===== config.mk =====
export PLATFORM = sky130hd
export DESIGN_NAME = tps_timer_scaler
export DESIGN_NICKNAME = d
export VERILOG_FILES = /design/src/logic/tps_pkg.sv /design/src/logic/tps_timer_scaler.sv
export SDC_FILE = /design/constraint.sdc
export NUM_CORES = 1
export LEC_CHECK = 0
export ABC_AREA = 1
export BUFFER_PORTS_ARGS = -buffer_cell sky130_fd_sc_hd__buf_2
export CORE_MARGIN = 5
export CORE_UTILIZATION = 40
export CTS_CLUSTER_SIZE = 14
export DETAILED_ROUTE_END_ITERATION = 12
export GPL_TIMING_DRIVEN = 0
export PLACE_DENSITY = 0.64
export SLEW_MARGIN = 15
export SYNTH_ARGS = -nofsm -noshare
export SYNTH_HDL_FRONTEND = slang
export SYNTH_SLANG_ARGS = --single-unit

===== constraint.sdc =====
create_clock -name clk -period 1.95 [get_ports clk]
set_input_delay 0.39 -clock clk [delete_from_list [all_inputs] [get_ports clk]]
set_output_delay 0.39 -clock clk [all_outputs]
set_load 0.01 [all_outputs]

===== src/logic/tps_pkg.sv =====
// Constants shared by the timer external-clock scaler block
package tps_pkg;
   // ------------------------------------------------------------
   // Option configuration field layout
   // ------------------------------------------------------------
   localparam int unsigned OPT_W          = 8;
   localparam int unsigned OPT_ASSIGN_BIT = 3;
   localparam int unsigned OPT_RATIO_LSB  = 0;
   localparam int unsigned RATIO_W        = 3;
   // ------------------------------------------------------------
   // Scaler and timer widths and reset values
   // ------------------------------------------------------------
   localparam int unsigned SCALER_W       = 8;
   localparam int unsigned TIMER_W        = 8;
   localparam logic [7:0]  SCALER_RST     = 8'h00;
   localparam logic [7:0]  TIMER_RST      = 8'h00;
   localparam logic [7:0]  OPTION_RST     = 8'hff;
   // ------------------------------------------------------------
   // Phase sequencing: four oscillator periods per instruction cycle
   // ------------------------------------------------------------
   localparam int unsigned PHASES         = 4;
   localparam logic [1:0]  PH_ONE         = 2'h0;
   localparam logic [1:0]  PH_TWO         = 2'h1;
   localparam logic [1:0]  PH_FOUR        = 2'h3;
   localparam int unsigned MAX_ERR_TOSC   = 4;
endpackage : tps_pkg


===== src/logic/tps_timer_scaler.sv =====
// Timer external clock path: shared ripple scaler, phase synchroniser and timer count
// ------------------------------------------------------------
// ------------------------------------------------------------
module tps_timer_scaler
   import tps_pkg::*;
(
   // Clock and reset
   input  wire logic               clk,
   input  wire logic               srst,
   // External timer clock, taken as synchronous samples
   input  wire logic               ext_timer_clock_pin,
   // Watchdog tick source and clear
   input  wire logic               watchdog_tick,
   input  wire logic               watchdog_clear_instr,
   // Option register write
   input  wire logic               option_we,
   input  wire logic [OPT_W-1:0]   option_wdata,
   // Timer count write
   input  wire logic               timer_count_we,
   input  wire logic [TIMER_W-1:0] timer_count_wdata,
   // Outputs
   output logic [TIMER_W-1:0]      timer_count_reg,
   output logic                    watchdog_step,
   output logic                    watchdog_unit_clear,
   output logic [1:0]              phase,
   output logic                    scaler_assign_select,
   output logic [RATIO_W-1:0]      scale_ratio_field
);

   // ------------------------------------------------------------
   // Option bits and phase counter
   // ------------------------------------------------------------
   logic [OPT_W-1:0]    option_q;
   logic [1:0]          phase_q;
   logic [SCALER_W-1:0] scaler_q;
   logic                clk_in_q;
   logic                samp_q;
   logic                samp_prev_q;
   logic                wd_in_q;
   logic                step_q;

   // Select one ripple tap, ratio n divides by 2^(n+1)
   function automatic logic tap(input logic [SCALER_W-1:0] s, input logic [RATIO_W-1:0] r);
      tap = s[r];
   endfunction

   // Phase two and phase four are the only points where the timer synchroniser looks at the scaler output
   function automatic logic sample_phase(input logic [1:0] p);
      sample_phase = (p == PH_TWO) || (p == PH_FOUR);
   endfunction

   // ------------------------------------------------------------
   // Limitations
   // ------------------------------------------------------------
   // The ripple chain is modelled as a synchronous binary counter on pin
   // rising edges, so pin levels must each stand for at least one clk.
   // A real ripple chain would let the pin run faster than the phase clock;
   // here the trade is a fully synchronous scaler with no derived clocks.
   // The option register is kept whole, although no port reads it back
   // and only the low four bits steer this block.

   always_ff @(posedge clk) begin
      if (srst) option_q <= OPTION_RST;
      else if (option_we) option_q <= option_wdata;
   end

   assign scaler_assign_select = option_q[OPT_ASSIGN_BIT];
   assign scale_ratio_field    = option_q[OPT_RATIO_LSB +: RATIO_W];

   always_ff @(posedge clk) begin
      if (srst) phase_q <= PH_ONE;
      else phase_q <= phase_q + 2'h1;
   end
   assign phase = phase_q;

   // ------------------------------------------------------------
   // Shared scaler, never visible to software
   // ------------------------------------------------------------
   // No port reads or loads scaler_q; software only clears it indirectly
   logic user_edge;
   logic clear_scaler;
   // Clock rising edges into the scaler come from whichever user owns it
   assign user_edge = scaler_assign_select ? watchdog_tick : (ext_timer_clock_pin & ~clk_in_q);
   assign clear_scaler = (timer_count_we & ~scaler_assign_select)
                       | (watchdog_clear_instr & scaler_assign_select);

   always_ff @(posedge clk) begin
      if (srst) clk_in_q <= 1'b0;
      else clk_in_q <= ext_timer_clock_pin;
   end

   // Counting ripple stages as a binary counter keeps each tap a 50 percent square wave
   always_ff @(posedge clk) begin
      if (srst) scaler_q <= SCALER_RST;
      else if (clear_scaler) scaler_q <= SCALER_RST;
      else if (user_edge) scaler_q <= scaler_q + 8'h01;
   end

   logic scaler_out;
   assign scaler_out = scaler_assign_select ? ext_timer_clock_pin
                                            : tap(scaler_q, scale_ratio_field);

   // ------------------------------------------------------------
   // Phase synchroniser and timer increment
   // ------------------------------------------------------------
   always_ff @(posedge clk) begin
      if (srst) samp_q <= 1'b0;
      else if (sample_phase(phase_q)) samp_q <= scaler_out;
   end

   always_ff @(posedge clk) begin
      if (srst) samp_prev_q <= 1'b0;
      else if (phase_q == PH_FOUR) samp_prev_q <= samp_q;
   end

   logic timer_inc;
   // Rising edge seen between two phase-two samples, counted at phase four; worst case error is one cycle
   assign timer_inc = (phase_q == PH_FOUR) & samp_q & ~samp_prev_q;

   always_ff @(posedge clk) begin
      if (srst) timer_count_reg <= TIMER_RST;
      else if (timer_count_we) timer_count_reg <= timer_count_wdata;
      else if (timer_inc) timer_count_reg <= timer_count_reg + 8'h01;
   end

   // ------------------------------------------------------------
   // Watchdog postscaler output
   // ------------------------------------------------------------
   logic wd_src;
   assign wd_src = scaler_assign_select ? tap(scaler_q, scale_ratio_field) : watchdog_tick;

   always_ff @(posedge clk) begin
      if (srst) wd_in_q <= 1'b0;
      else wd_in_q <= wd_src;
   end

   always_ff @(posedge clk) begin
      if (srst) step_q <= 1'b0;
      else step_q <= scaler_assign_select ? (wd_src & ~wd_in_q) : watchdog_tick;
   end
   assign watchdog_step       = step_q;
   assign watchdog_unit_clear = watchdog_clear_instr;

   // ------------------------------------------------------------
   // Checks
   // ------------------------------------------------------------
   scaler_reset_a: assert property (@(posedge clk) srst |=> scaler_q == SCALER_RST)
      else $error("scaler not zero after reset");
   timer_clear_a: assert property (@(posedge clk) disable iff (srst)
      timer_count_we && !scaler_assign_select |=> scaler_q == SCALER_RST)
      else $error("timer write did not clear scaler");
   wdt_clear_a: assert property (@(posedge clk) disable iff (srst)
      watchdog_clear_instr && scaler_assign_select |=> scaler_q == SCALER_RST)
      else $error("watchdog clear did not clear scaler");
   sample_phase_a: assert property (@(posedge clk) disable iff (srst)
      !sample_phase(phase_q) |=> $stable(samp_q))
      else $error("sampler changed off phase");
   inc_phase_a: assert property (@(posedge clk) disable iff (srst)
      !$past(srst) && !$past(timer_count_we) && timer_count_reg != $past(timer_count_reg)
      |-> $past(phase_q) == PH_FOUR)
      else $error("timer moved off phase four");
   pass_through_a: assert property (@(posedge clk) disable iff (srst)
      scaler_assign_select |-> scaler_out == ext_timer_clock_pin)
      else $error("clock not passed through");
   wdt_unscaled_a: assert property (@(posedge clk) disable iff (srst)
      !scaler_assign_select && !$past(scaler_assign_select) |=> step_q == $past(watchdog_tick))
      else $error("watchdog scaled while timer owns scaler");
   timer_hold_a: assert property (@(posedge clk) disable iff (srst)
      !scaler_assign_select && !clear_scaler && !user_edge |=> $stable(scaler_q))
      else $error("scaler counted without input edge");
   opt_write_a: assert property (@(posedge clk) disable iff (srst)
      option_we |=> scaler_assign_select == $past(option_wdata[OPT_ASSIGN_BIT]))
      else $error("assignment bit not taken");

   // ------------------------------------------------------------
   // Counting, reset and handover checks
   // ------------------------------------------------------------
   reset_state_a: assert property (@(posedge clk)
      srst |=> phase_q == PH_ONE && timer_count_reg == TIMER_RST && option_q == OPTION_RST)
      else $error("state not cleared by reset");

   phase_step_a: assert property (@(posedge clk) disable iff (srst)
      !$past(srst) |-> phase_q == 2'($past(phase_q) + 2'h1))
      else $error("phase counter skipped");

   scaler_count_a: assert property (@(posedge clk) disable iff (srst)
      !clear_scaler && user_edge |=> scaler_q == 8'($past(scaler_q) + 8'h01))
      else $error("scaler missed an input edge");

   timer_step_a: assert property (@(posedge clk) disable iff (srst)
      !timer_count_we && timer_inc |=> timer_count_reg == 8'($past(timer_count_reg) + 8'h01))
      else $error("timer did not step after sync edge");

   timer_write_a: assert property (@(posedge clk) disable iff (srst)
      timer_count_we |=> timer_count_reg == $past(timer_count_wdata))
      else $error("timer write not taken");

   step_pulse_a: assert property (@(posedge clk) disable iff (srst)
      scaler_assign_select && step_q |=> !step_q)
      else $error("watchdog step longer than one cycle");

   wdt_owner_a: assert property (@(posedge clk) disable iff (srst)
      scaler_assign_select |-> user_edge == watchdog_tick)
      else $error("scaler fed by timer pin while watchdog owns it");

endmodule // tps_timer_scaler


## Word level (Yosys, flattened, before mapping)

Index checks and enable logic that the tools add are counted.

| storage, ports and cells | value |
|---|---|
| register bits after elaboration | 27 |
| input bits | 23 |
| output and inout bits | 16 |
| logic and storage cells | 37 |

| operators by class | value |
|---|---|
| add/sub/neg operators | 3 |
| $lt $le $gt $ge | 1 |
| eq/ne operators | 2 |
| multiplexer cells | 8 |
| bitwise logic cells | 11 |
| reductions and logical operators | 3 |

Operators with widths:

| operator | count |
|---|---|
| 8-bit by 1-bit adder with 8-bit output, second input constant | 2 |
| 8-bit two-way mux | 2 |
| 1-bit AND | 6 |
| 1-bit two-way mux | 5 |
| 3-bit by 4-bit less-than comparator with 1-bit output, second input constant | 1 |
| 1-bit NOT | 4 |
| 1-bit binary-select mux with 3-bit select | 1 |
| 2-bit by 1-bit adder with 2-bit output, second input constant | 1 |
| 2-bit by 1-bit == test with 1-bit output, second input constant | 1 |
| 2-bit == test, second input constant | 1 |
| 2-bit nonzero test | 1 |
| 2-bit OR reduction | 1 |
| 1-bit logical OR | 1 |
| 1-bit bitwise OR | 1 |

## Depth between registers and ports, before layout

| logic depth | value |
|---|---|
| depth in word-level cells | 5 |
| gate-level depth with buffers | 8 |
| gate-level depth less buffers | 8 |

## Worst setup path after synthesis

OpenSTA, ideal clock, no wires.

| timing | value |
|---|---|
| path kind | reg-to-reg |
| start | reg phase_q[0] (netlist: phase[0]) |
| end | reg timer_count_reg[3] |
| library setup time | 0.120 ns |
| data arrival time | 1.210 ns |
| required time | 1.830 ns |
| setup slack | 0.620 ns |
| cell stages (with the launch flop) | 8 |
| path buffers | 0 |
| period minus slack after synthesis | 1.330 ns |
| cell sequence | dfxtp_1 ha_1 nand2_1 nor2_4 inv_2 nor2_1 xor2_1 a21oi_1 |

| between the ends | value |
|---|---|
| longest elaborated chain between the ends | 4 |

Ends and longest elaborated chain:

| item | RTL line | text |
|---|---|---|
| start, declared | tps_timer_scaler.sv:34 | `logic [1:0] phase_q;` |
| start signal, assigned | tps_timer_scaler.sv:72 | `else phase_q <= phase_q + 2'h1;` |
| 2-bit == test | tps_timer_scaler.sv:118 | `assign timer_inc = (phase_q == PH_FOUR) & samp_q & ~samp_prev_q;` |
| 1-bit AND (2 in a row) | tps_timer_scaler.sv:118 |  |
| 2-bit nonzero test (no source line) | n/a |  |
| end signal, assigned | tps_timer_scaler.sv:122 | `else if (timer_count_we) timer_count_reg <= timer_count_wdata;` |
| end signal, assigned | tps_timer_scaler.sv:123 | `else if (timer_inc) timer_count_reg <= timer_count_reg + 8'h01;` |
| end, declared | tps_timer_scaler.sv:22 | `output logic [TIMER_W-1:0] timer_count_reg,` |

Every way passes these cells.
A chain may end at the register's enable or synchronous reset.

## Worst setup path after layout

Same ends and word-level chain as after synthesis.

==> flow_metrics.tcl <==
set metrics [dict create \
    rsz0062_at_grt "no" \
    detailedRoute.firstPassIterationCount 4 \
    yosys_most_used_dff "dfxtp_1" \
    syn-num-nets 221 \
    cts.clk_slew.worst_paths_ps 150 \
    dieArea_um2 4780 \
    viasPerCell 4.552 \
    async_flop_share_pct 0 \
    synthTopCellsByArea "dfxtp_1, nand2_1, a21oi_1" \
    dp_cells 273 \
    yosysWarnings 0 \
    cts_root_buffer "clkbuf_4" \
    cp.arrival_ps 1650 \
    final_cells 277 \
    slew_viol_final 0 \
    antenna_cells 0 \
    avgSynthCellArea_um2 7.211 \
    maxCapViolCount 0 \
    grt_max_degree 17 \
    hold_violations 0 \
    vias 1261 \
    finClkSkew_ps 4.318 \
    finalCritPeriodShare_pct 72.84 \
    synth.most_common_cell "nand2_1" \
    io_pins 39 \
    die_h_um 69.14 \
    tns_ps 0 \
    hold_class "input port to flip-flop" \
    avgRoutedWirePerCell_um 10.25 \
    fin_crit_ps 1420 \
    cts_resized 0 \
    synth_top_area_share_pct 38.64 \
    grt_pass1_wl_um 4961 \
    drt_iter0_markers 33 \
    cts_setup_buffers 0 \
    place.gp.congestion 0.7723 \
    synth_area_um2 1399 \
    nets 259 \
    syn_to_final_growth_pct 18.07 \
    timing.fmax_mhz 704.1 \
    synth-seq-area-share_pct 38.64 \
    start_util_pct 41.59 \
    dpl.hpwl_um 2273 \
    cts_buffers 3 \
    synthDistinctLibCells 28 \
    antenna_found_initial 0 \
    grt_pass1_vias 1152 \
    drive_gt1_share_pct 25.11 \
    die-width_um 69.14 \
    numPortBuffers 33 \
    synth_edf_count 0 \
    outcome "complete, no violations" \
    grt_usage_pct 12.15 \
    vdd_drop_max_v 0.0002741 \
    routed_wl_um 2838 \
    yosysTopAreaCell "dfxtp_1" \
    cts_num_sinks 27 \
    p_per_area_nw_per_um2 628.6 \
    grt.overflow.total 0 \
    synth_commonest_cells "nand2_1, dfxtp_1, inv_1" \
    cts_hold_buf 0 \
    cp-start-kind "flip-flop" \
    route.detailed.drc 0 \
    htree_levels 1 \
    crit_path_end_kind "flip-flop" \
    multi_input_area_um2 714.4 \
    final_antenna_net_count 0 \
    nFillCells 388 \
    setup_violations 0 \
    synthCells 194 \
    ys_seq_elements 27 \
    cp_max_fo 4 \
    crit_type "flip-flop to flip-flop" \
    max-slew-margin-rel_pct 70.16 \
    p_leak_nw 0.7728 \
    cts_buffer_depth 2 \
    clk_latency_ps 330 \
    cp_data_required_time_ps 2180 \
    seq_area_um2 540.5 \
    tritoncts "done" \
    placementRows 21 \
    worst_slew_pin_slew_ps 447.6 \
    core_area_um2 3363 \
]
-- layer usage --
metal / track usage [%] / part of all wire (%) / vias up / routed length (µm)
met5: 0 / 0 / - / 0
met3: 2.471 / 3.2 / 2 / 92
met2: 19.81 / 45 / 14 / 1288
li1: - / - / 705 / -
met1: 15.99 / 51 / 540 / 1435
met4: 3.905 / 0.74 / 0 / 21
-- worst paths after layout --
| kind | to | slack, ps | startpoint | cells after the start |
|---|---|---|---|---|
| hold / removal | option_q[3] | 260 | option_wdata[3] | 3 |
| setup / recovery | timer_count_reg[3] | 530 | phase[0] | 7 |
| hold reg to reg | samp_q | 490 | samp_q | 2 |
| setup reg to reg | timer_count_reg[3] | 530 | phase[0] | 7 |
-- cell families after synthesis --
group | after synthesis | share of synthesized area (%)
and+or+nand+nor | 84 | 29.25
buffers and inverters | 34 | 10.29
adders and majority gates | 4 | 3.578
AOI/OAI and AO/OA | 41 | 15.74
xor gates and xnor gates | 4 | 2.504
DFF | 27 | 38.64
-- metrics by stage --
stage                     total power [mW]  hold WS (ps)  util, %  area [µm²]  setup slack, ps
after global routing                 1.104         264.3    49.11        1652            411.0
after CTS                            1.053         252.8    49.11        1652            514.9
after floorplan                     0.7322         443.6        -        1399            619.8
final                                1.038         263.3    49.11        1652            529.7
after detailed placement            0.8009         461.5    48.21        1622            544.8
after global placement              0.7991         448.6    48.21        1622            574.6
-- power by group --
| part | total, mW | switching [mW] | internal [mW] |
|---|---|---|---|
| clock network | 0.252 | 0.174 | 0.0784 |
| logic | 0.176 | 0.103 | 0.0734 |
| registers | 0.610 | 0.0277 | 0.582 |
| total | 1.04 | 0.304 | 0.734 |
-- critical path: stages, from the launching register on --
cell	delay [ps]
dfxtp_1	420
ha_1	200
nand2_1	110
nor2_4	170
inv_2	70
nor2_1	130
xor2_1	160
a21oi_1	70
-- cells in the final DEF, fill, tap and decap left out, drive strengths merged --
cell      synthesis  final
a211oi            1      1
a21boi            1      1
a21oi            20     20
a31oi             3      3
buf               2     35
clkbuf            1      4
clkinvlp          0      1
dfxtp            27     27
ha                4      4
inv              31     31
nand2            46     46
nand3            13     13
nand4             5      5
nor2             16     16
nor3              4      4
o21a              1      1
o21ai            15     15
xor2              4      4
-- layout make-up --
| cell class | instances | area share [%] |
|---|---|---|
| Sequential cell | 27 | 32.73 |
| Clock inverter | 1 | 0.4545 |
| Tap cell | 46 | 3.485 |
| Clock buffer | 3 | 1.364 |
| Buffer | 3 | 1.364 |
| Multi-Input combinational cell | 133 | 43.26 |
| Inverter | 31 | 7.348 |
| Timing Repair Buffer | 33 | 10.00 |
Power figures use the tool's default switching activity.
